### src/hw/pfm_defs.svh
`ifndef PFM_DEFS_SVH
`define PFM_DEFS_SVH
// register addresses on the 8-bit special-function bus
`define PFM_ADDR_P0_INMODE   8'h8f
`define PFM_ADDR_P2_FUNC     8'hf5
`define PFM_ADDR_P1_INMODE   8'hf6
`define PFM_ADDR_P0_DIR      8'hfd
`define PFM_ADDR_P1_DIR      8'hfe
`define PFM_ADDR_P2_DIR      8'hff
`define PFM_ADDR_PULL_POL    8'he0
`define PFM_ADDR_LOCATION    8'he1
// writable bit masks, unused bits stay zero
`define PFM_MASK_P2_FUNC     8'h7f
`define PFM_MASK_P1_INMODE   8'hfc
`define PFM_MASK_P2_DIR      8'hdf
`define PFM_MASK_PULL_POL    8'h03
`define PFM_MASK_LOCATION    8'h73
// field positions
`define PFM_BIT_P1_UA_UB     6
`define PFM_BIT_P1_UB_T3     5
`define PFM_BIT_P1_T1_T4     4
`define PFM_BIT_P1_UA_T1     3
`define PFM_BIT_SEL24        2
`define PFM_BIT_SEL23        1
`define PFM_BIT_SEL20        0
`define PFM_PORT2_DIRECTION_AND_PORT0_PRECEDENCE_PRI_HI     7
`define PFM_PORT2_DIRECTION_AND_PORT0_PRECEDENCE_PRI_LO     6
`define PFM_PORT2_DIRECTION_AND_PORT0_PRECEDENCE_HI         4
`define PFM_BIT_LOC_T1       6
`define PFM_BIT_LOC_T3       5
`define PFM_BIT_LOC_T4       4
`define PFM_BIT_LOC_UB       1
`define PFM_BIT_LOC_UA       0
`define PFM_BIT_PULL_P0      0
`define PFM_BIT_PULL_P1      1
// reset values
`define PFM_RST_BYTE         8'h00
`define PFM_RST_BIT          1'b0
`endif

### src/hw/pfm_pkg.sv
`default_nettype none
package pfm_pkg;
	// port-0 precedence codes
	typedef enum logic [1:0] {
		PFM_P0_UA_OVER_UB,
		PFM_P0_UB_OVER_UA,
		PFM_P0_T1LO_OVER_UB,
		PFM_P0_T1HI_OVER_UA
	} pfm_p0_pri_e;
	// which unit owns a shared pin group
	typedef enum logic [2:0] {
		PFM_OWN_NONE,
		PFM_OWN_UA,
		PFM_OWN_UB,
		PFM_OWN_T1,
		PFM_OWN_T3,
		PFM_OWN_T4
	} pfm_owner_e;
	// peripheral requests for a port
	typedef struct packed {
		logic ua;
		logic ub;
		logic t1;
		logic t3;
		logic t4;
	} pfm_req_s;
	// per-pin pad controls for one 8-bit port
	typedef struct packed {
		logic [7:0] dir;
		logic [7:0] pull_en;
		logic [7:0] pull_down;
	} pfm_pad_s;
endpackage : pfm_pkg
`default_nettype wire

### src/hw/pfm_port_mux.sv
// The strobed register port was chosen for this implementation.
`include "pfm_defs.svh"
`default_nettype none
module pfm_port_mux (
	input  wire logic             SYS_CLK_IN,
	input  wire logic             RST_N_IN,
	input  wire logic [7:0]       ADDR_IN,
	input  wire logic [7:0]       WDATA_IN,
	input  wire logic             WR_IN,
	input  wire logic             RD_IN,
	input  wire logic             DEBUG_ACTIVE_IN,
	input  wire pfm_pkg::pfm_req_s P0_REQ_IN,
	input  wire pfm_pkg::pfm_req_s P1_REQ_IN,
	output logic [7:0]            RDATA_OUT,
	output pfm_pkg::pfm_pad_s     P0_PAD_OUT,
	output pfm_pkg::pfm_pad_s     P1_PAD_OUT,
	output logic [4:0]            P2_DIR_OUT,
	output logic [2:0]            P2_PERIPH_SEL_OUT,
	output pfm_pkg::pfm_owner_e   P0_OWNER_OUT,
	output pfm_pkg::pfm_owner_e   P1_OWNER_OUT
);
	logic [7:0] p0_inmode_ff, nxt_p0_inmode;
	logic [7:0] p2_func_ff, nxt_p2_func;
	logic [7:0] p1_inmode_ff, nxt_p1_inmode;
	logic [7:0] p0_dir_ff, nxt_p0_dir;
	logic [7:0] p1_dir_ff, nxt_p1_dir;
	logic [7:0] p2_dir_ff, nxt_p2_dir;
	logic [7:0] pull_pol_ff, nxt_pull_pol;
	logic [7:0] location_ff, nxt_location;
	logic [7:0] rdata_ff, nxt_rdata;
	pfm_pkg::pfm_pad_s    p0_pad_ff, nxt_p0_pad;
	pfm_pkg::pfm_pad_s    p1_pad_ff, nxt_p1_pad;
	logic [4:0]           p2_dir_out_ff, nxt_p2_dir_out;
	logic [2:0]           p2_sel_ff, nxt_p2_sel;
	pfm_pkg::pfm_owner_e  p0_owner_ff, nxt_p0_owner;
	pfm_pkg::pfm_owner_e  p1_owner_ff, nxt_p1_owner;
	pfm_pkg::pfm_p0_pri_e p0_pri;
	pfm_pkg::pfm_req_s    p1_eff;
	logic                 ua_b_wins, ua_t1_wins, ub_t3_wins, t1_t4_wins;
	logic                 p0_b_first;
	logic                 p0_a_req, p0_b_req;
	pfm_pkg::pfm_owner_e  p0_a_id, p0_b_id;
	pfm_pkg::pfm_owner_e  p0_own;
	logic [7:0]           p1_pullable;

	// register writes, unused bits masked to zero
	always_comb begin
		nxt_p0_inmode = p0_inmode_ff;
		nxt_p2_func   = p2_func_ff;
		nxt_p1_inmode = p1_inmode_ff;
		nxt_p0_dir    = p0_dir_ff;
		nxt_p1_dir    = p1_dir_ff;
		nxt_p2_dir    = p2_dir_ff;
		nxt_pull_pol  = pull_pol_ff;
		nxt_location  = location_ff;
		if (WR_IN) begin
			unique case (ADDR_IN)
				`PFM_ADDR_P0_INMODE: nxt_p0_inmode = WDATA_IN;
				`PFM_ADDR_P2_FUNC:   nxt_p2_func = WDATA_IN & `PFM_MASK_P2_FUNC;
				`PFM_ADDR_P1_INMODE: nxt_p1_inmode = WDATA_IN & `PFM_MASK_P1_INMODE;
				`PFM_ADDR_P0_DIR:    nxt_p0_dir = WDATA_IN;
				`PFM_ADDR_P1_DIR:    nxt_p1_dir = WDATA_IN;
				`PFM_ADDR_P2_DIR:    nxt_p2_dir = WDATA_IN & `PFM_MASK_P2_DIR;
				`PFM_ADDR_PULL_POL:  nxt_pull_pol = WDATA_IN & `PFM_MASK_PULL_POL;
				`PFM_ADDR_LOCATION:  nxt_location = WDATA_IN & `PFM_MASK_LOCATION;
				default: ;
			endcase
		end
	end

	// read data, valid the cycle after the strobe, unmapped reads zero
	always_comb begin
		nxt_rdata = `PFM_RST_BYTE;
		if (RD_IN) begin
			unique case (ADDR_IN)
				`PFM_ADDR_P0_INMODE: nxt_rdata = p0_inmode_ff;
				`PFM_ADDR_P2_FUNC:   nxt_rdata = p2_func_ff;
				`PFM_ADDR_P1_INMODE: nxt_rdata = p1_inmode_ff;
				`PFM_ADDR_P0_DIR:    nxt_rdata = p0_dir_ff;
				`PFM_ADDR_P1_DIR:    nxt_rdata = p1_dir_ff;
				`PFM_ADDR_P2_DIR:    nxt_rdata = p2_dir_ff;
				`PFM_ADDR_PULL_POL:  nxt_rdata = pull_pol_ff;
				`PFM_ADDR_LOCATION:  nxt_rdata = location_ff;
				default:             nxt_rdata = `PFM_RST_BYTE;
			endcase
		end
	end

	// a unit requests port 1 only when its location bit places it there
	always_comb begin
		p1_eff.ua = P1_REQ_IN.ua & location_ff[`PFM_BIT_LOC_UA];
		p1_eff.ub = P1_REQ_IN.ub & location_ff[`PFM_BIT_LOC_UB];
		p1_eff.t1 = P1_REQ_IN.t1 & location_ff[`PFM_BIT_LOC_T1];
		p1_eff.t3 = P1_REQ_IN.t3 & location_ff[`PFM_BIT_LOC_T3];
		p1_eff.t4 = P1_REQ_IN.t4 & location_ff[`PFM_BIT_LOC_T4];
		p0_pri = pfm_pkg::pfm_p0_pri_e'(p2_dir_ff[`PFM_PORT2_DIRECTION_AND_PORT0_PRECEDENCE_PRI_HI:`PFM_PORT2_DIRECTION_AND_PORT0_PRECEDENCE_PRI_LO]);
	end

	// port-1 pairwise precedence
	pfm_arbiter u_uaub (
		.a_req_in   (p1_eff.ua),
		.b_req_in   (p1_eff.ub),
		.b_first_in (p2_func_ff[`PFM_BIT_P1_UA_UB]),
		.a_id_in    (pfm_pkg::PFM_OWN_UA),
		.b_id_in    (pfm_pkg::PFM_OWN_UB),
		.a_wins_out (ua_b_wins),
		.owner_out  ()
	);
	pfm_arbiter u_ubt3 (
		.a_req_in   (p1_eff.ub),
		.b_req_in   (p1_eff.t3),
		.b_first_in (p2_func_ff[`PFM_BIT_P1_UB_T3]),
		.a_id_in    (pfm_pkg::PFM_OWN_UB),
		.b_id_in    (pfm_pkg::PFM_OWN_T3),
		.a_wins_out (ub_t3_wins),
		.owner_out  ()
	);
	pfm_arbiter u_t1t4 (
		.a_req_in   (p1_eff.t1),
		.b_req_in   (p1_eff.t4),
		.b_first_in (p2_func_ff[`PFM_BIT_P1_T1_T4]),
		.a_id_in    (pfm_pkg::PFM_OWN_T1),
		.b_id_in    (pfm_pkg::PFM_OWN_T4),
		.a_wins_out (t1_t4_wins),
		.owner_out  ()
	);
	pfm_arbiter u_uat1 (
		.a_req_in   (p1_eff.ua),
		.b_req_in   (p1_eff.t1),
		.b_first_in (p2_func_ff[`PFM_BIT_P1_UA_T1]),
		.a_id_in    (pfm_pkg::PFM_OWN_UA),
		.b_id_in    (pfm_pkg::PFM_OWN_T1),
		.a_wins_out (ua_t1_wins),
		.owner_out  ()
	);

	// port-0 pair chosen by the precedence code
	always_comb begin
		unique case (p0_pri)
			pfm_pkg::PFM_P0_UA_OVER_UB: begin
				p0_a_req = P0_REQ_IN.ua;
				p0_b_req = P0_REQ_IN.ub;
				p0_a_id  = pfm_pkg::PFM_OWN_UA;
				p0_b_id  = pfm_pkg::PFM_OWN_UB;
			end
			pfm_pkg::PFM_P0_UB_OVER_UA: begin
				p0_a_req = P0_REQ_IN.ub;
				p0_b_req = P0_REQ_IN.ua;
				p0_a_id  = pfm_pkg::PFM_OWN_UB;
				p0_b_id  = pfm_pkg::PFM_OWN_UA;
			end
			pfm_pkg::PFM_P0_T1LO_OVER_UB: begin
				p0_a_req = P0_REQ_IN.t1;
				p0_b_req = P0_REQ_IN.ub;
				p0_a_id  = pfm_pkg::PFM_OWN_T1;
				p0_b_id  = pfm_pkg::PFM_OWN_UB;
			end
			pfm_pkg::PFM_P0_T1HI_OVER_UA: begin
				p0_a_req = P0_REQ_IN.t1;
				p0_b_req = P0_REQ_IN.ua;
				p0_a_id  = pfm_pkg::PFM_OWN_T1;
				p0_b_id  = pfm_pkg::PFM_OWN_UA;
			end
		endcase
		p0_b_first = 1'b0; // first of the pair always favoured
	end

	pfm_arbiter u_p0 (
		.a_req_in   (p0_a_req),
		.b_req_in   (p0_b_req),
		.b_first_in (p0_b_first),
		.a_id_in    (p0_a_id),
		.b_id_in    (p0_b_id),
		.a_wins_out (),
		.owner_out  (p0_own)
	);

	// pad controls and port-2 selects from the configuration registers
	always_comb begin
		p1_pullable = `PFM_MASK_P1_INMODE;
		nxt_p0_pad.dir       = p0_dir_ff;
		nxt_p0_pad.pull_en   = ~p0_inmode_ff & ~p0_dir_ff;
		nxt_p0_pad.pull_down = {8{pull_pol_ff[`PFM_BIT_PULL_P0]}};
		nxt_p1_pad.dir       = p1_dir_ff;
		nxt_p1_pad.pull_en   = ~p1_inmode_ff & ~p1_dir_ff & p1_pullable;
		nxt_p1_pad.pull_down = {8{pull_pol_ff[`PFM_BIT_PULL_P1]}};
		nxt_p2_dir_out = p2_dir_ff[`PFM_PORT2_DIRECTION_AND_PORT0_PRECEDENCE_HI:0];
		nxt_p2_sel = {p2_func_ff[`PFM_BIT_SEL24], p2_func_ff[`PFM_BIT_SEL23],
			p2_func_ff[`PFM_BIT_SEL20]};
		// debug takes the port-2 function while active, stored bits stay intact
		if (DEBUG_ACTIVE_IN) begin
			nxt_p2_sel = 3'h0;
		end
	end

	// owner of the shared pins on each port
	always_comb begin
		nxt_p0_owner = p0_own;
		// chained pairs: a unit owns the pins only if it wins every clash it is in
		// settings that leave the order inconclusive fall back to the fixed check order
		if (p1_eff.ua && ua_b_wins && ua_t1_wins) begin
			nxt_p1_owner = pfm_pkg::PFM_OWN_UA;
		end else if (p1_eff.ub && !(p1_eff.ua && ua_b_wins) && ub_t3_wins) begin
			nxt_p1_owner = pfm_pkg::PFM_OWN_UB;
		end else if (p1_eff.t1 && !(p1_eff.ua && ua_t1_wins) && t1_t4_wins) begin
			nxt_p1_owner = pfm_pkg::PFM_OWN_T1;
		end else if (p1_eff.t3 && !(p1_eff.ub && ub_t3_wins)) begin
			nxt_p1_owner = pfm_pkg::PFM_OWN_T3;
		end else if (p1_eff.t4 && !(p1_eff.t1 && t1_t4_wins)) begin
			nxt_p1_owner = pfm_pkg::PFM_OWN_T4;
		end else begin
			nxt_p1_owner = pfm_pkg::PFM_OWN_NONE;
		end
	end

	// configuration registers
	always_ff @(posedge SYS_CLK_IN or negedge RST_N_IN) begin
		if (!RST_N_IN) begin
			p0_inmode_ff  <= `PFM_RST_BYTE;
			p2_func_ff    <= `PFM_RST_BYTE;
			p1_inmode_ff  <= `PFM_RST_BYTE;
			p0_dir_ff     <= `PFM_RST_BYTE;
			p1_dir_ff     <= `PFM_RST_BYTE;
			p2_dir_ff     <= `PFM_RST_BYTE;
			pull_pol_ff   <= `PFM_RST_BYTE;
			location_ff   <= `PFM_RST_BYTE;
		end else begin
			p0_inmode_ff  <= nxt_p0_inmode;
			p2_func_ff    <= nxt_p2_func;
			p1_inmode_ff  <= nxt_p1_inmode;
			p0_dir_ff     <= nxt_p0_dir;
			p1_dir_ff     <= nxt_p1_dir;
			p2_dir_ff     <= nxt_p2_dir;
			pull_pol_ff   <= nxt_pull_pol;
			location_ff   <= nxt_location;
		end
	end

	// read data, one cycle wide, zero otherwise
	always_ff @(posedge SYS_CLK_IN or negedge RST_N_IN) begin
		if (!RST_N_IN) begin
			rdata_ff      <= `PFM_RST_BYTE;
		end else begin
			rdata_ff      <= nxt_rdata;
		end
	end

	// pad and port-2 outputs, one clock behind the registers
	always_ff @(posedge SYS_CLK_IN or negedge RST_N_IN) begin
		if (!RST_N_IN) begin
			p0_pad_ff     <= '0;
			p1_pad_ff     <= '0;
			p2_dir_out_ff <= '0;
			p2_sel_ff     <= '0;
		end else begin
			p0_pad_ff     <= nxt_p0_pad;
			p1_pad_ff     <= nxt_p1_pad;
			p2_dir_out_ff <= nxt_p2_dir_out;
			p2_sel_ff     <= nxt_p2_sel;
		end
	end

	// owner outputs
	always_ff @(posedge SYS_CLK_IN or negedge RST_N_IN) begin
		if (!RST_N_IN) begin
			p0_owner_ff   <= pfm_pkg::PFM_OWN_NONE;
			p1_owner_ff   <= pfm_pkg::PFM_OWN_NONE;
		end else begin
			p0_owner_ff   <= nxt_p0_owner;
			p1_owner_ff   <= nxt_p1_owner;
		end
	end

	// outputs straight from flops
	assign RDATA_OUT         = rdata_ff;
	assign P0_PAD_OUT        = p0_pad_ff;
	assign P1_PAD_OUT        = p1_pad_ff;
	assign P2_DIR_OUT        = p2_dir_out_ff;
	assign P2_PERIPH_SEL_OUT = p2_sel_ff;
	assign P0_OWNER_OUT      = p0_owner_ff;
	assign P1_OWNER_OUT      = p1_owner_ff;
endmodule // pfm_port_mux
`default_nettype wire

### src/hw/pfm_arbiter.sv
`default_nettype none
// two-way precedence between peripherals that want one pin group
module pfm_arbiter (
	input  wire logic              a_req_in,
	input  wire logic              b_req_in,
	input  wire logic              b_first_in,
	input  wire pfm_pkg::pfm_owner_e a_id_in,
	input  wire pfm_pkg::pfm_owner_e b_id_in,
	output logic                   a_wins_out,
	output pfm_pkg::pfm_owner_e    owner_out
);
	// one request alone always wins, a tie goes to the favoured side
	always_comb begin
		a_wins_out = a_req_in && !(b_req_in && b_first_in);
		if (a_wins_out) begin
			owner_out = a_id_in;
		end else if (b_req_in) begin
			owner_out = b_id_in;
		end else begin
			owner_out = pfm_pkg::PFM_OWN_NONE;
		end
	end
endmodule // pfm_arbiter
`default_nettype wire

### config.mk
export PLATFORM = sky130hd
export DESIGN_NAME = pfm_port_mux
export DESIGN_NICKNAME = d
export VERILOG_FILES = /design/src/hw/pfm_pkg.sv /design/src/hw/pfm_port_mux.sv /design/src/hw/pfm_arbiter.sv
export VERILOG_INCLUDE_DIRS = /design/src /design/src/hw
export SDC_FILE = /design/constraint.sdc
export NUM_CORES = 1
export LEC_CHECK = 0
export BUFFER_PORTS_ARGS = -buffer_cell sky130_fd_sc_hd__buf_2
export CAP_MARGIN = 10
export CORE_MARGIN = 4
export CORE_UTILIZATION = 30
export CTS_BUF_LIST = sky130_fd_sc_hd__clkbuf_8
export CTS_CLUSTER_DIAMETER = 60
export DETAILED_ROUTE_END_ITERATION = 8
export PLACE_DENSITY = 0.52
export SETUP_SLACK_MARGIN = 0.1
export SKIP_LAST_GASP = 1
export SYNTH_ARGS = -nofsm -noshare
export SYNTH_HDL_FRONTEND = slang
export SYNTH_SLANG_ARGS = --single-unit
export TNS_END_PERCENT = 20
### constraint.sdc
create_clock -name SYS_CLK_IN -period 1.2 [get_ports SYS_CLK_IN]
set_clock_uncertainty 0.15 [all_clocks]
set_input_delay 0 -clock SYS_CLK_IN [delete_from_list [all_inputs] [get_ports SYS_CLK_IN]]
set_output_delay 0 -clock SYS_CLK_IN [all_outputs]
set_load 0.1 [all_outputs]
* Word level (Yosys, flattened, before mapping)
Cells that the tools add are included.
** Storage, ports and cells
- Bits in registers :: 105
- Input bits :: 31
- Output and inout port bits :: 70
- Word-level logic and storage cells :: 94
** Operators by class
- Equality and inequality tests :: 11
- Multiplexer cells :: 14
- Bitwise operators :: 11
- Reductions and logical operators :: 39
** Operators by type and width (number)
- 8-bit equality test (second input constant) :: 8
- 8-bit case mux with 8 select lines :: 1
- 8-bit inverter :: 4
- 3-bit 2-to-1 mux :: 8
- 1-bit logical AND :: 19
- 8-bit bitwise AND :: 2
- 2-bit AND reduction :: 8
- 3-bit case mux with 3 select lines :: 1
- 1-bit logical NOT :: 8
- 8-bit 2-to-1 mux :: 1
- 3-bit case mux with 2 select lines :: 1
- 2-bit OR reduction :: 3
- 1-bit bitwise AND :: 5
- 2-bit equality test (second input constant) :: 2
- 1-bit case mux with 3 select lines :: 1
- 2-bit by 1-bit equality test with 1-bit output (second input constant) :: 1
- 2-bit logical NOT :: 1
- 1-bit case mux with 2 select lines :: 1

* Logic depth before layout (Yosys ltp)
Gate-level depths: netlist of the first run.
- Word-level depth :: 12
- Depth in mapped cells :: 7

* By module
From an unflattened synthesis of the first run, not the netlist that was laid out.
** Unflattened totals
- Cell total of the unflattened synthesis :: 319
- Area, all modules :: 4506.8 sq um
** Modules (own cells, without submodules)
- pfm_port_mux :: instances 1, cells an instance 294, area each 4175.3 sq um, sequential area each 2627.5 sq um
- pfm_arbiter :: instances 5, cells an instance 5, area each 66.3 sq um, sequential area each 0.0 sq um

* Worst setup path before layout of the first run
No wires, ideal clock.
- Path kind :: flip-flop to output port
- From :: register, netlist name P0_PAD_OUT[0]
- To :: output port P0_PAD_OUT[1] (netlist name)
- Arrival time :: 1424 ps
- Required time :: 1050 ps
- Setup slack :: -374 ps
- Stages on the path, launching flop included :: 2
- Buffers on the path :: 1
- Cells stage by stage :: dfrtp_1 -> buf_4
** RTL lines
- end, declared :: line pfm_port_mux.sv:15 : output pfm_pkg::pfm_pad_s P0_PAD_OUT,
No word-level cell between the ends.

* Final worst setup path of the first run
- From :: register p2_func_ff[3]
- To :: register rdata_ff[3], in the netlist RDATA_OUT[3]
** On the way
- Longest elaborated chain between the ends :: 2
** RTL lines
- start, declared :: line pfm_port_mux.sv:23 : logic [7:0] p2_func_ff, nxt_p2_func;
- start signal, assigned :: line pfm_port_mux.sv:220 : p2_func_ff <= `PFM_RST_BYTE;
- start signal, assigned :: line pfm_port_mux.sv:229 : p2_func_ff <= nxt_p2_func;
- 8-bit case mux with 8 select lines :: line pfm_port_mux.sv:75 : unique case (ADDR_IN)
- 8-bit 2-to-1 mux :: line pfm_port_mux.sv:74 : if (RD_IN) begin
- named net nxt_rdata[3] :: line pfm_port_mux.sv:30 : logic [7:0] rdata_ff, nxt_rdata;
- end signal, assigned :: line pfm_port_mux.sv:242 : rdata_ff <= `PFM_RST_BYTE;
- end signal, assigned :: line pfm_port_mux.sv:244 : rdata_ff <= nxt_rdata;
- end, declared :: line pfm_port_mux.sv:30
The timed path passes the listed nets, and every way through them passes these cells.
A chain may end at the register's enable or synchronous reset.

==> results of run 1 <==
-- where the power goes --
| part | leakage (nW) | total, mW | switching [mW] | internal, mW |
|---|---|---|---|---|
| Clock | 0.109 | 2.20 | 1.15 | 1.06 |
| Sequential | 1.37 | 3.84 | 0.167 | 3.68 |
| Combinational | 1.74 | 2.02 | 1.26 | 0.753 |
| Total | 3.21 | 8.06 | 2.58 | 5.49 |
-- kinds of logic (layout without fill, tap and decap cells) --
group	after synthesis	in the layout	synth area share, %
flops	104	104	61.1
mux	58	58	15.9
other cells	1	3	0.0880
buf+inv	27	203	4.87
compound gates	47	47	8.19
simple gates	75	75	9.84
-- state kept, by name (all words and copies together) (netlist names), 3 cells and up --
register,cells
p0_dir_ff,8
p2_dir_ff,7
p0_inmode_ff,8
p2_func_ff,7
P1_OWNER_OUT,3
P1_PAD_OUT,15
P2_PERIPH_SEL_OUT,3
P0_PAD_OUT,17
p1_dir_ff,8
RDATA_OUT,8
location_ff,5
p1_inmode_ff,6
P2_DIR_OUT,5
-- metal layers --
layer  track usage (%)  up-vias  part of all wire (%)
met5                 0        -                     0
met4              6.06        0                   1.8
met3              3.34       16                   4.7
met2              25.3      103                    49
met1              20.8     1567                    45
li1                  -     1457                     -
-- cell usage in the layout (no fill, tap or decap), drive strengths merged, types with 3 or more instances in the layout --
| cell type | n |
|---|---|
| inv | 6 |
| nor3 | 7 |
| nor2 | 23 |
| a22oi | 3 |
| nand2b | 5 |
| and3 | 3 |
| mux2 | 55 |
| nand2 | 16 |
| buf | 167 |
| o21ai | 3 |
| a21oi | 13 |
| dlygate4sd3 | 17 |
| nand4 | 3 |
| nor2b | 5 |
| nand3 | 8 |
| a41oi | 3 |
| conb | 3 |
| mux2i | 3 |
| a32oi | 5 |
| clkbuf | 11 |
| a22o | 10 |
| dfrtp | 104 |
-- what timing repair did --
item	CTS	global route
setup endpoints to repair	92	122
pin swaps	3	9
gates cloned	0	0
buffers inserted	0	3
gates resized for setup	8	11
endpoints found under the hold margin	163	18
-- worst max-delay path by stage --
stage	start	to	slack [ns]	cells after the start
3_3_place_gp	ADDR_IN[4]	RDATA_OUT[4]	-0.34	7
4_1_cts	p0_dir_ff[3]	RDATA_OUT[3]	-0.17	4
5_1_grt	p2_func_ff[3]	RDATA_OUT[3]	-0.25	4
6_report	p2_func_ff[3]	RDATA_OUT[3]	-0.18	4
3_5_place_dp	ADDR_IN[2]	pull_pol_ff[0]	-0.38	6
2_1_floorplan	ADDR_IN[6]	p1_dir_ff[0]	-0.22	7
-- cell type report --
class | count | area [um2] | area share [%]
flip-flops and latches | 104 | 2610 | 37.9
repair buffers | 184 | 2230 | 32.4
multi-input cells | 183 | 1600 | 23.3
clock inverters | 5 | 48.8 | 0.709
well taps | 180 | 225 | 3.27
clock buffers | 11 | 151 | 2.20
inverters | 3 | 11.3 | 0.164
-- worst max-delay path: cells and delay by family (launching register included) --
kind | cells | cell delay, ns
muxes | 1 | 0.27
DFF | 1 | 0.39
AOI/OAI and AO/OA | 3 | 0.45
-- per-stage QoR --
step | util [%] | instance area (um2) | TNS (ns)
after global placement | 46.2 | 6410 | -16.85
final | 49.6 | 6880 | -2.74
after floorplan | - | 4400 | -7.54
after global routing | 49.6 | 6880 | -4.01
after CTS | 49.1 | 6820 | -3.20
after detailed placement | 46.2 | 6410 | -17.44
==> impl_metrics.env, run 1 <==
export IMPL_placedCellCount=634
export IMPL_yosysTopAreaCell="dfrtp_1"
export IMPL_gr_usage_all_layers_pct=15.7
export IMPL_netlist_cell_type_count=44
export IMPL_place_congestion=0.866
export IMPL_n_antenna_cell=0
export IMPL_nets=516
export IMPL_ys_seq_area_share_pct=61.1
export IMPL_synth_edf_count=0
export IMPL_critPathMaxFanout=2
export IMPL_vdd_drop_max_mv=0.566
export IMPL_vias=3143
export IMPL_fin_cells=670
export IMPL_ios=101
export IMPL_grt_max_degree=49
export IMPL_cts_root_buf="clkbuf_8"
export IMPL_worstPathCellList="mux2_4 -> a32o_1 -> a22oi_1 -> a21oi_1"
export IMPL_setup_viol=25
export IMPL_antenna_found_initial=0
export IMPL_worst_r2r_setup_slack_ns=-0.18
export IMPL_fin_crit_ns=1.38
export IMPL_synth_common_cells="dfrtp_1, mux2_2, nor2_1, buf_4, nand2_1"
export IMPL_layout_setup_ws_ns=-0.177
export IMPL_slowest_stage="dfrtp_1"
export IMPL_synthTopCellsByArea="dfrtp_1, mux2_2, buf_4"
export IMPL_cp_required_ns=1.31
export IMPL_r2r_start="p2_func_ff[3]"
export IMPL_rsz0062_at_grt="true"
export IMPL_gr_total_overflow=0
export IMPL_clkTransAtPathRegs_ns=0.10
export IMPL_holdBufCountCts=17
export IMPL_hpwl_um=9040
export IMPL_clock_sinks=104
export IMPL_synth_area_um2=4260
export IMPL_async_flop_share_pct=100
export IMPL_finalCritPeriodShare_pct=115
export IMPL_critical_path_class="register to register"
export IMPL_critPathMaxStageDelay_ns=0.39
export IMPL_grt_pass1_vias=3361
export IMPL_numCtsBuffers=9
export IMPL_wl_per_cell_um=18.0
export IMPL_reg2reg_depth=4
export IMPL_drt_iter0_drc=184
export IMPL_syn_area_per_cell_um2=13.7
export IMPL_area_delta_synth_final_pct=61.5
export IMPL_failed_checks="hold timing, setup timing"
export IMPL_start_kind="register"
export IMPL_p_per_area_nw_per_um2=1170
export IMPL_clock_latency_ns=0.38
export IMPL_p_leak_nw=3.21
export IMPL_rows=43
export IMPL_cts_tree="yes"
export IMPL_cp_arrival_ns=1.49
export IMPL_clock_path_buffers=2
export IMPL_htreeDepth=3
export IMPL_dr_pass1_iters=4
export IMPL_via_per_inst=4.69
export IMPL_end_kind="register"
export IMPL_drt_antenna_violating_nets=0
export IMPL_syn_inst=312
export IMPL_grt_pass1_wl_um=19200
export IMPL_cap_violations=0
export IMPL_hold_class="primary input to asynchronous set/reset pin"
export IMPL_ys_ff_latch=104
export IMPL_die_x_um=127
export IMPL_yosysTopAreaCellShare_pct=61.1
export IMPL_fmax_mhz=726
export IMPL_r2r_end="RDATA_OUT[3]"
export IMPL_final_layout_size_suffix_gt1_share_pct=54.5
export IMPL_dieArea_um2=16200
export IMPL_drc=0
export IMPL_coreArea_um2=13900
export IMPL_fillers=1202
export IMPL_floorplan_initialDensity_pct=30.7
export IMPL_power_mw=8.06
export IMPL_status="finished, violations left"
export IMPL_final_hold_violation_count=18
export IMPL_port_buffers=95
export IMPL_fp_dieH_um=127
export IMPL_ys_flop_type="dfrtp_1"
export IMPL_slew_violations=0
export IMPL_drt_total_wl_um=12000
export IMPL_yosysMostFrequentCell="dfrtp_1"
export IMPL_hold_slack_ns=-0.114
export IMPL_place_ws_ns=-0.381
export IMPL_yosys_warnings=0
No activity file was read; power rests on OpenSTA's default activity.
==> run 2: changes to the inputs <==
--- a/config.mk
+++ b/config.mk
@@ -6,14 +6,14 @@
 export SDC_FILE = /design/constraint.sdc
 export NUM_CORES = 1
 export LEC_CHECK = 0
-export BUFFER_PORTS_ARGS = -buffer_cell sky130_fd_sc_hd__buf_2
+export BUFFER_PORTS_ARGS = -buffer_cell sky130_fd_sc_hd__buf_4
 export CAP_MARGIN = 10
 export CORE_MARGIN = 4
 export CORE_UTILIZATION = 30
 export CTS_BUF_LIST = sky130_fd_sc_hd__clkbuf_8
 export CTS_CLUSTER_DIAMETER = 60
 export DETAILED_ROUTE_END_ITERATION = 8
-export PLACE_DENSITY = 0.52
+export PLACE_DENSITY = 0.51
 export SETUP_SLACK_MARGIN = 0.1
 export SKIP_LAST_GASP = 1
 export SYNTH_ARGS = -nofsm -noshare
==> constraint.sdc (replaced) <==
create_clock -name SYS_CLK_IN -period 1.6 [get_ports SYS_CLK_IN]
set_clock_uncertainty 0.15 [all_clocks]
set_input_delay 0 -clock SYS_CLK_IN [delete_from_list [all_inputs] [get_ports SYS_CLK_IN]]
set_output_delay 0 -clock SYS_CLK_IN [all_outputs]
set_load 0.1 [all_outputs]
==> impl_metrics.env, run 2 (synthesis results as in run 1) <==
export IMPL_status="completed"
export IMPL_antenna_found_initial=0
export IMPL_die_x_um=127
export IMPL_grt_max_degree=62
export IMPL_vdd_drop_max_mv=0.538
export IMPL_fmax_mhz=690
export IMPL_setup_viol=0
export IMPL_drt_iter0_drc=133
export IMPL_area_delta_synth_final_pct=34.1
export IMPL_highest_layer="met4"
export IMPL_cts_resized=0
export IMPL_gr_usage_all_layers_pct=14.6
export IMPL_p_leak_nw=2.77
export IMPL_regArea_um2=2600
export IMPL_placedCellCount=596
export IMPL_largest_register_ff_count=17
export IMPL_utilization_pct=41.2
export IMPL_postPlaceCellArea_um2=5260
export IMPL_final_common_cell="buf_4"
export IMPL_critPathMaxFanout=6
export IMPL_ios=101
export IMPL_fin_cells=637
export IMPL_clock_latency_ns=0.37
export IMPL_rsz0062_at_grt="true"
export IMPL_cap_violations=0
export IMPL_clkTransAtPathRegs_ns=0.10
export IMPL_htreeDepth=3
export IMPL_cp_required_ns=1.72
export IMPL_drt_antenna_violating_nets=0
export IMPL_drt_total_wl_um=11200
export IMPL_gr_total_overflow=0
export IMPL_cts_setup_buffers=0
export IMPL_wl_per_cell_um=17.6
export IMPL_wl_met2_um=5920
export IMPL_fin_crit_ns=1.45
export IMPL_rows=43
export IMPL_drt_met1_wl_um=4690
export IMPL_clock_path_buffers=2
export IMPL_port_buffers=95
export IMPL_final_layout_size_suffix_gt1_share_pct=45.7
export IMPL_numCtsBuffers=9
export IMPL_cp_arrival_ns=1.57
export IMPL_n_antenna_cell=0
export IMPL_via_per_inst=4.70
export IMPL_setup_tns_ns=0
export IMPL_fillers=1345
export IMPL_floorplan_initialDensity_pct=30.7
export IMPL_coreArea_um2=13900
export IMPL_hpwl_um=8170
export IMPL_place_congestion=0.847
export IMPL_final_hold_violation_count=0
export IMPL_layout_common_cells="buf_4, dfrtp_1, mux2_2"
export IMPL_final_area_um2=5720
export IMPL_finalCritPeriodShare_pct=90.5
export IMPL_grt_pass1_vias=3314
export IMPL_start_kind="primary input"
export IMPL_worstHoldPathCells=4
export IMPL_cts_tree="yes"
export IMPL_power_mw=5.73
export IMPL_p_per_area_nw_per_um2=1000
export IMPL_multi_input_area_um2=1460
export IMPL_dieArea_um2=16200
export IMPL_nets=483
export IMPL_dr_pass1_iters=4
export IMPL_reg2reg_depth=4
export IMPL_clock_sinks=104
export IMPL_slew_violations=0
export IMPL_vias=2993
export IMPL_drc=0
export IMPL_end_kind="register"
export IMPL_hold_class="primary input to register"
export IMPL_wl_met3_um=452
export IMPL_grt_pass1_wl_um=18200
export IMPL_fp_dieH_um=127
export IMPL_critical_path_class="primary input to register"
export IMPL_cts_root_buf="clkbuf_8"
-- run 2: changes by cell type in the layout (fill, tap and decap cells not counted), moves of 3 or more --
cell,before,now
buf_12,70,1
buf_2,27,0
buf_4,70,125
dlygate4sd3_1,17,25
mux2_2,44,47
mux2_4,11,8
-- run 2: what timing repair did --
action,in CTS,in global routing
hold buffers,25,1
setup endpoints to repair,0,15
hold endpoints to repair,168,13
-- run 2: routing by layer --
metal / track usage [%] / vias up
met5: 0 / -
met1: 18.2 / 1513
met2: 25.4 / 70
li1: - / 1394
met3: 3.43 / 16
met4: 4.04 / 0
-- run 2: power by group --
part / internal (mW) / switching (mW)
registers: 2.75 / 0.0868
logic: 0.309 / 0.901
clock network: 0.806 / 0.872
-- run 2: path summary, 6_finish.rpt --
check                             endpoint          start  slack [ns]
max in group asynchronous   P1_PAD_OUT[14]       RST_N_IN        0.29
setup reg to reg           P1_OWNER_OUT[2]  p2_func_ff[3]        0.17
setup / recovery             p2_func_ff[4]          WR_IN        0.15
hold / removal                RDATA_OUT[2]     ADDR_IN[7]        0.03
min in group asynchronous    P2_DIR_OUT[3]       RST_N_IN        0.41
hold reg to reg              P2_DIR_OUT[2]   p2_dir_ff[2]        0.25
-- run 2: stage by stage --
| stage | worst slack [ns] | hold slack (ns) |
|---|---|---|
| detailed placement | -0.0410 | -0.268 |
| finish | 0.152 | 0.0326 |
| CTS | 0.156 | 0.000218 |
| global route | 0.0913 | 0.0401 |
| global placement | -0.0277 | -0.272 |
| floorplan | 0.0264 | -0.446 |
-- run 2: critical path: stages --
cell and delay (ns):
dlygate4sd3_1 0.56, buf_4 0.19, nand2_1 0.16, nor3_4 0.16, buf_4 0.16, mux2_2 0.33
-- run 2: area by class of cell --
type | instances | area share [%]
Clock buffer | 11 | 2.65
Multi-Input combinational cell | 183 | 25.5
Timing Repair Buffer | 151 | 21.1
Clock inverter | 5 | 0.985
Tap cell | 180 | 3.94
Sequential cell | 104 | 45.6
Inverter | 3 | 0.197
==> run 3: changes to the inputs <==
--- a/config.mk
+++ b/config.mk
@@ -14,6 +14,7 @@
 export CTS_CLUSTER_DIAMETER = 60
 export DETAILED_ROUTE_END_ITERATION = 8
 export PLACE_DENSITY = 0.51
+export REMOVE_ABC_BUFFERS = 1
 export SETUP_SLACK_MARGIN = 0.1
 export SKIP_LAST_GASP = 1
 export SYNTH_ARGS = -nofsm -noshare
==> impl_metrics.env, run 3 (synthesis results as in run 1) <==
export IMPL_status="completed"
export IMPL_rsz0062_at_grt="true"
export IMPL_cp_arrival_ns=1.51
export IMPL_cp_required_ns=1.70
export IMPL_placedCellCount=602
export IMPL_n_antenna_cell=0
export IMPL_clock_path_buffers=2
export IMPL_cts_root_buf="clkbuf_8"
export IMPL_cap_violations=0
export IMPL_dieArea_um2=16200
export IMPL_crit_end="RDATA_OUT[7]"
export IMPL_critPathMaxFanout=12
export IMPL_via_per_inst=4.67
export IMPL_dr_pass1_iters=4
export IMPL_coreArea_um2=13900
export IMPL_r2r_start="p2_func_ff[3]"
export IMPL_rows=43
export IMPL_start_kind="primary input"
export IMPL_cp_startpoint="ADDR_IN[0]"
export IMPL_htreeDepth=3
export IMPL_fmax_mhz=711
export IMPL_critical_path_class="primary input to register"
export IMPL_port_buffers=95
export IMPL_drt_antenna_violating_nets=0
export IMPL_grt_max_degree=36
export IMPL_fin_crit_ns=1.41
export IMPL_gr_total_overflow=0
export IMPL_die_x_um=127
export IMPL_place_ws_ns=-0.0507
export IMPL_r2r_end="RDATA_OUT[3]"
export IMPL_clkTransAtPathRegs_ns=0.10
export IMPL_final_area_um2=5730
export IMPL_layout_common_cells="buf_4, dfrtp_1, mux2_2"
export IMPL_grt_pass1_vias=3158
export IMPL_reg2reg_depth=4
export IMPL_final_common_cell="buf_4"
export IMPL_grt_pass1_wl_um=17600
export IMPL_clock_sinks=104
export IMPL_nets=488
export IMPL_gr_usage_all_layers_pct=14.5
export IMPL_place_congestion=0.888
export IMPL_layout_setup_ws_ns=0.194
export IMPL_final_hold_violation_count=0
export IMPL_p_per_area_nw_per_um2=963
export IMPL_antenna_found_initial=0
export IMPL_numCtsBuffers=9
export IMPL_end_kind="register"
export IMPL_fp_dieH_um=127
export IMPL_hold_class="primary input to register"
export IMPL_slew_violations=0
export IMPL_fin_cells=642
export IMPL_area_delta_synth_final_pct=34.5
export IMPL_ios=101
export IMPL_finalCritPeriodShare_pct=87.9
export IMPL_floorplan_initialDensity_pct=30.7
export IMPL_postPlaceCellArea_um2=5310
export IMPL_vias=3001
export IMPL_power_mw=5.52
export IMPL_fillers=1360
export IMPL_worstHoldPathCells=3
export IMPL_drt_total_wl_um=11500
export IMPL_drt_iter0_drc=143
export IMPL_setup_viol=0
export IMPL_wl_per_cell_um=17.9
export IMPL_clock_latency_ns=0.38
export IMPL_vdd_drop_max_mv=0.445
export IMPL_cts_tree="yes"
export IMPL_hpwl_um=8450
export IMPL_drc=0
export IMPL_p_leak_nw=2.78
export IMPL_worst_r2r_setup_slack_ns=0.19
export IMPL_largest_register_ff_count=17
export IMPL_final_layout_size_suffix_gt1_share_pct=46.3
## run 3: cell types whose count changed in the layout (fill, tap and decap cells not counted), sizes merged
cell | before | now
buf | 126 | 132
bufinv | 1 | 0
clkbuf | 11 | 9
clkinv | 3 | 2
clkinvlp | 0 | 2
dlygate4sd3 | 25 | 24
inv | 4 | 6
## run 3: area by class of cell
cell class	instances	area, um2	area share, %
Timing Repair Buffer	156	1260	22.0
Clock buffer	9	124	2.16
Tap cell	180	225	3.93
Clock inverter	7	48.8	0.851
Inverter	3	11.3	0.196
Multi-Input combinational cell	183	1460	25.5
Sequential cell	104	2600	45.4
## run 3: metal layers
metal	vias to the layer above	global-route usage [%]	routed length, um
met5	-	0	0
met4	0	5.80	231
met3	18	3.14	592
met2	81	23.3	5660
met1	1500	19.1	5040
li1	1402	-	-
## run 3: worst min-delay path by stage
stage / from / slack, ns / to
2_1_floorplan: RST_N_IN / -0.45 / P0_OWNER_OUT[0]
3_3_place_gp: RST_N_IN / -0.23 / P0_PAD_OUT[19]
3_5_place_dp: RST_N_IN / -0.23 / P0_PAD_OUT[19]
4_1_cts: WR_IN / 0.001 / p0_inmode_ff[4]
5_1_grt: WR_IN / 0.02 / p2_dir_ff[1]
6_report: WR_IN / 0.01 / p2_dir_ff[6]
## run 3: through the flow
| step | setup TNS, ns | utilization (%) | hold slack [ns] |
|---|---|---|---|
| 3_5_place_dp | -0.167 | 38.3 | -0.233 |
| 6_report | 0 | 41.3 | 0.0119 |
| 2_1_floorplan | -59.35 | - | -0.446 |
| 5_1_grt | 0 | 41.3 | 0.0152 |
| 4_1_cts | 0 | 41.2 | 0.00126 |
| 3_3_place_gp | -0.266 | 38.3 | -0.234 |
## run 3: critical path: stages
cell           delay, ns
buf_4               0.13
nor2b_2             0.17
dlygate4sd3_1       0.57
buf_6               0.17
a22o_1              0.18
a222oi_1            0.21
nor2_1              0.07
## run 3: power by group
group | switching [mW] | leakage, nW | internal [mW]
combinational | 0.898 | 1.32 | 0.316
clock | 0.897 | 0.0884 | 0.565
sequential | 0.0912 | 1.37 | 2.75
total | 1.89 | 2.78 | 3.64
## run 3: what timing repair did
action / 4_1_cts / 5_1_grt
setup buffers: 0 / 0
hold buffers: 23 / 1
endpoints found under the hold margin: 165 / 1
resized for setup: 0 / 2
endpoints found under the setup margin: 0 / 6
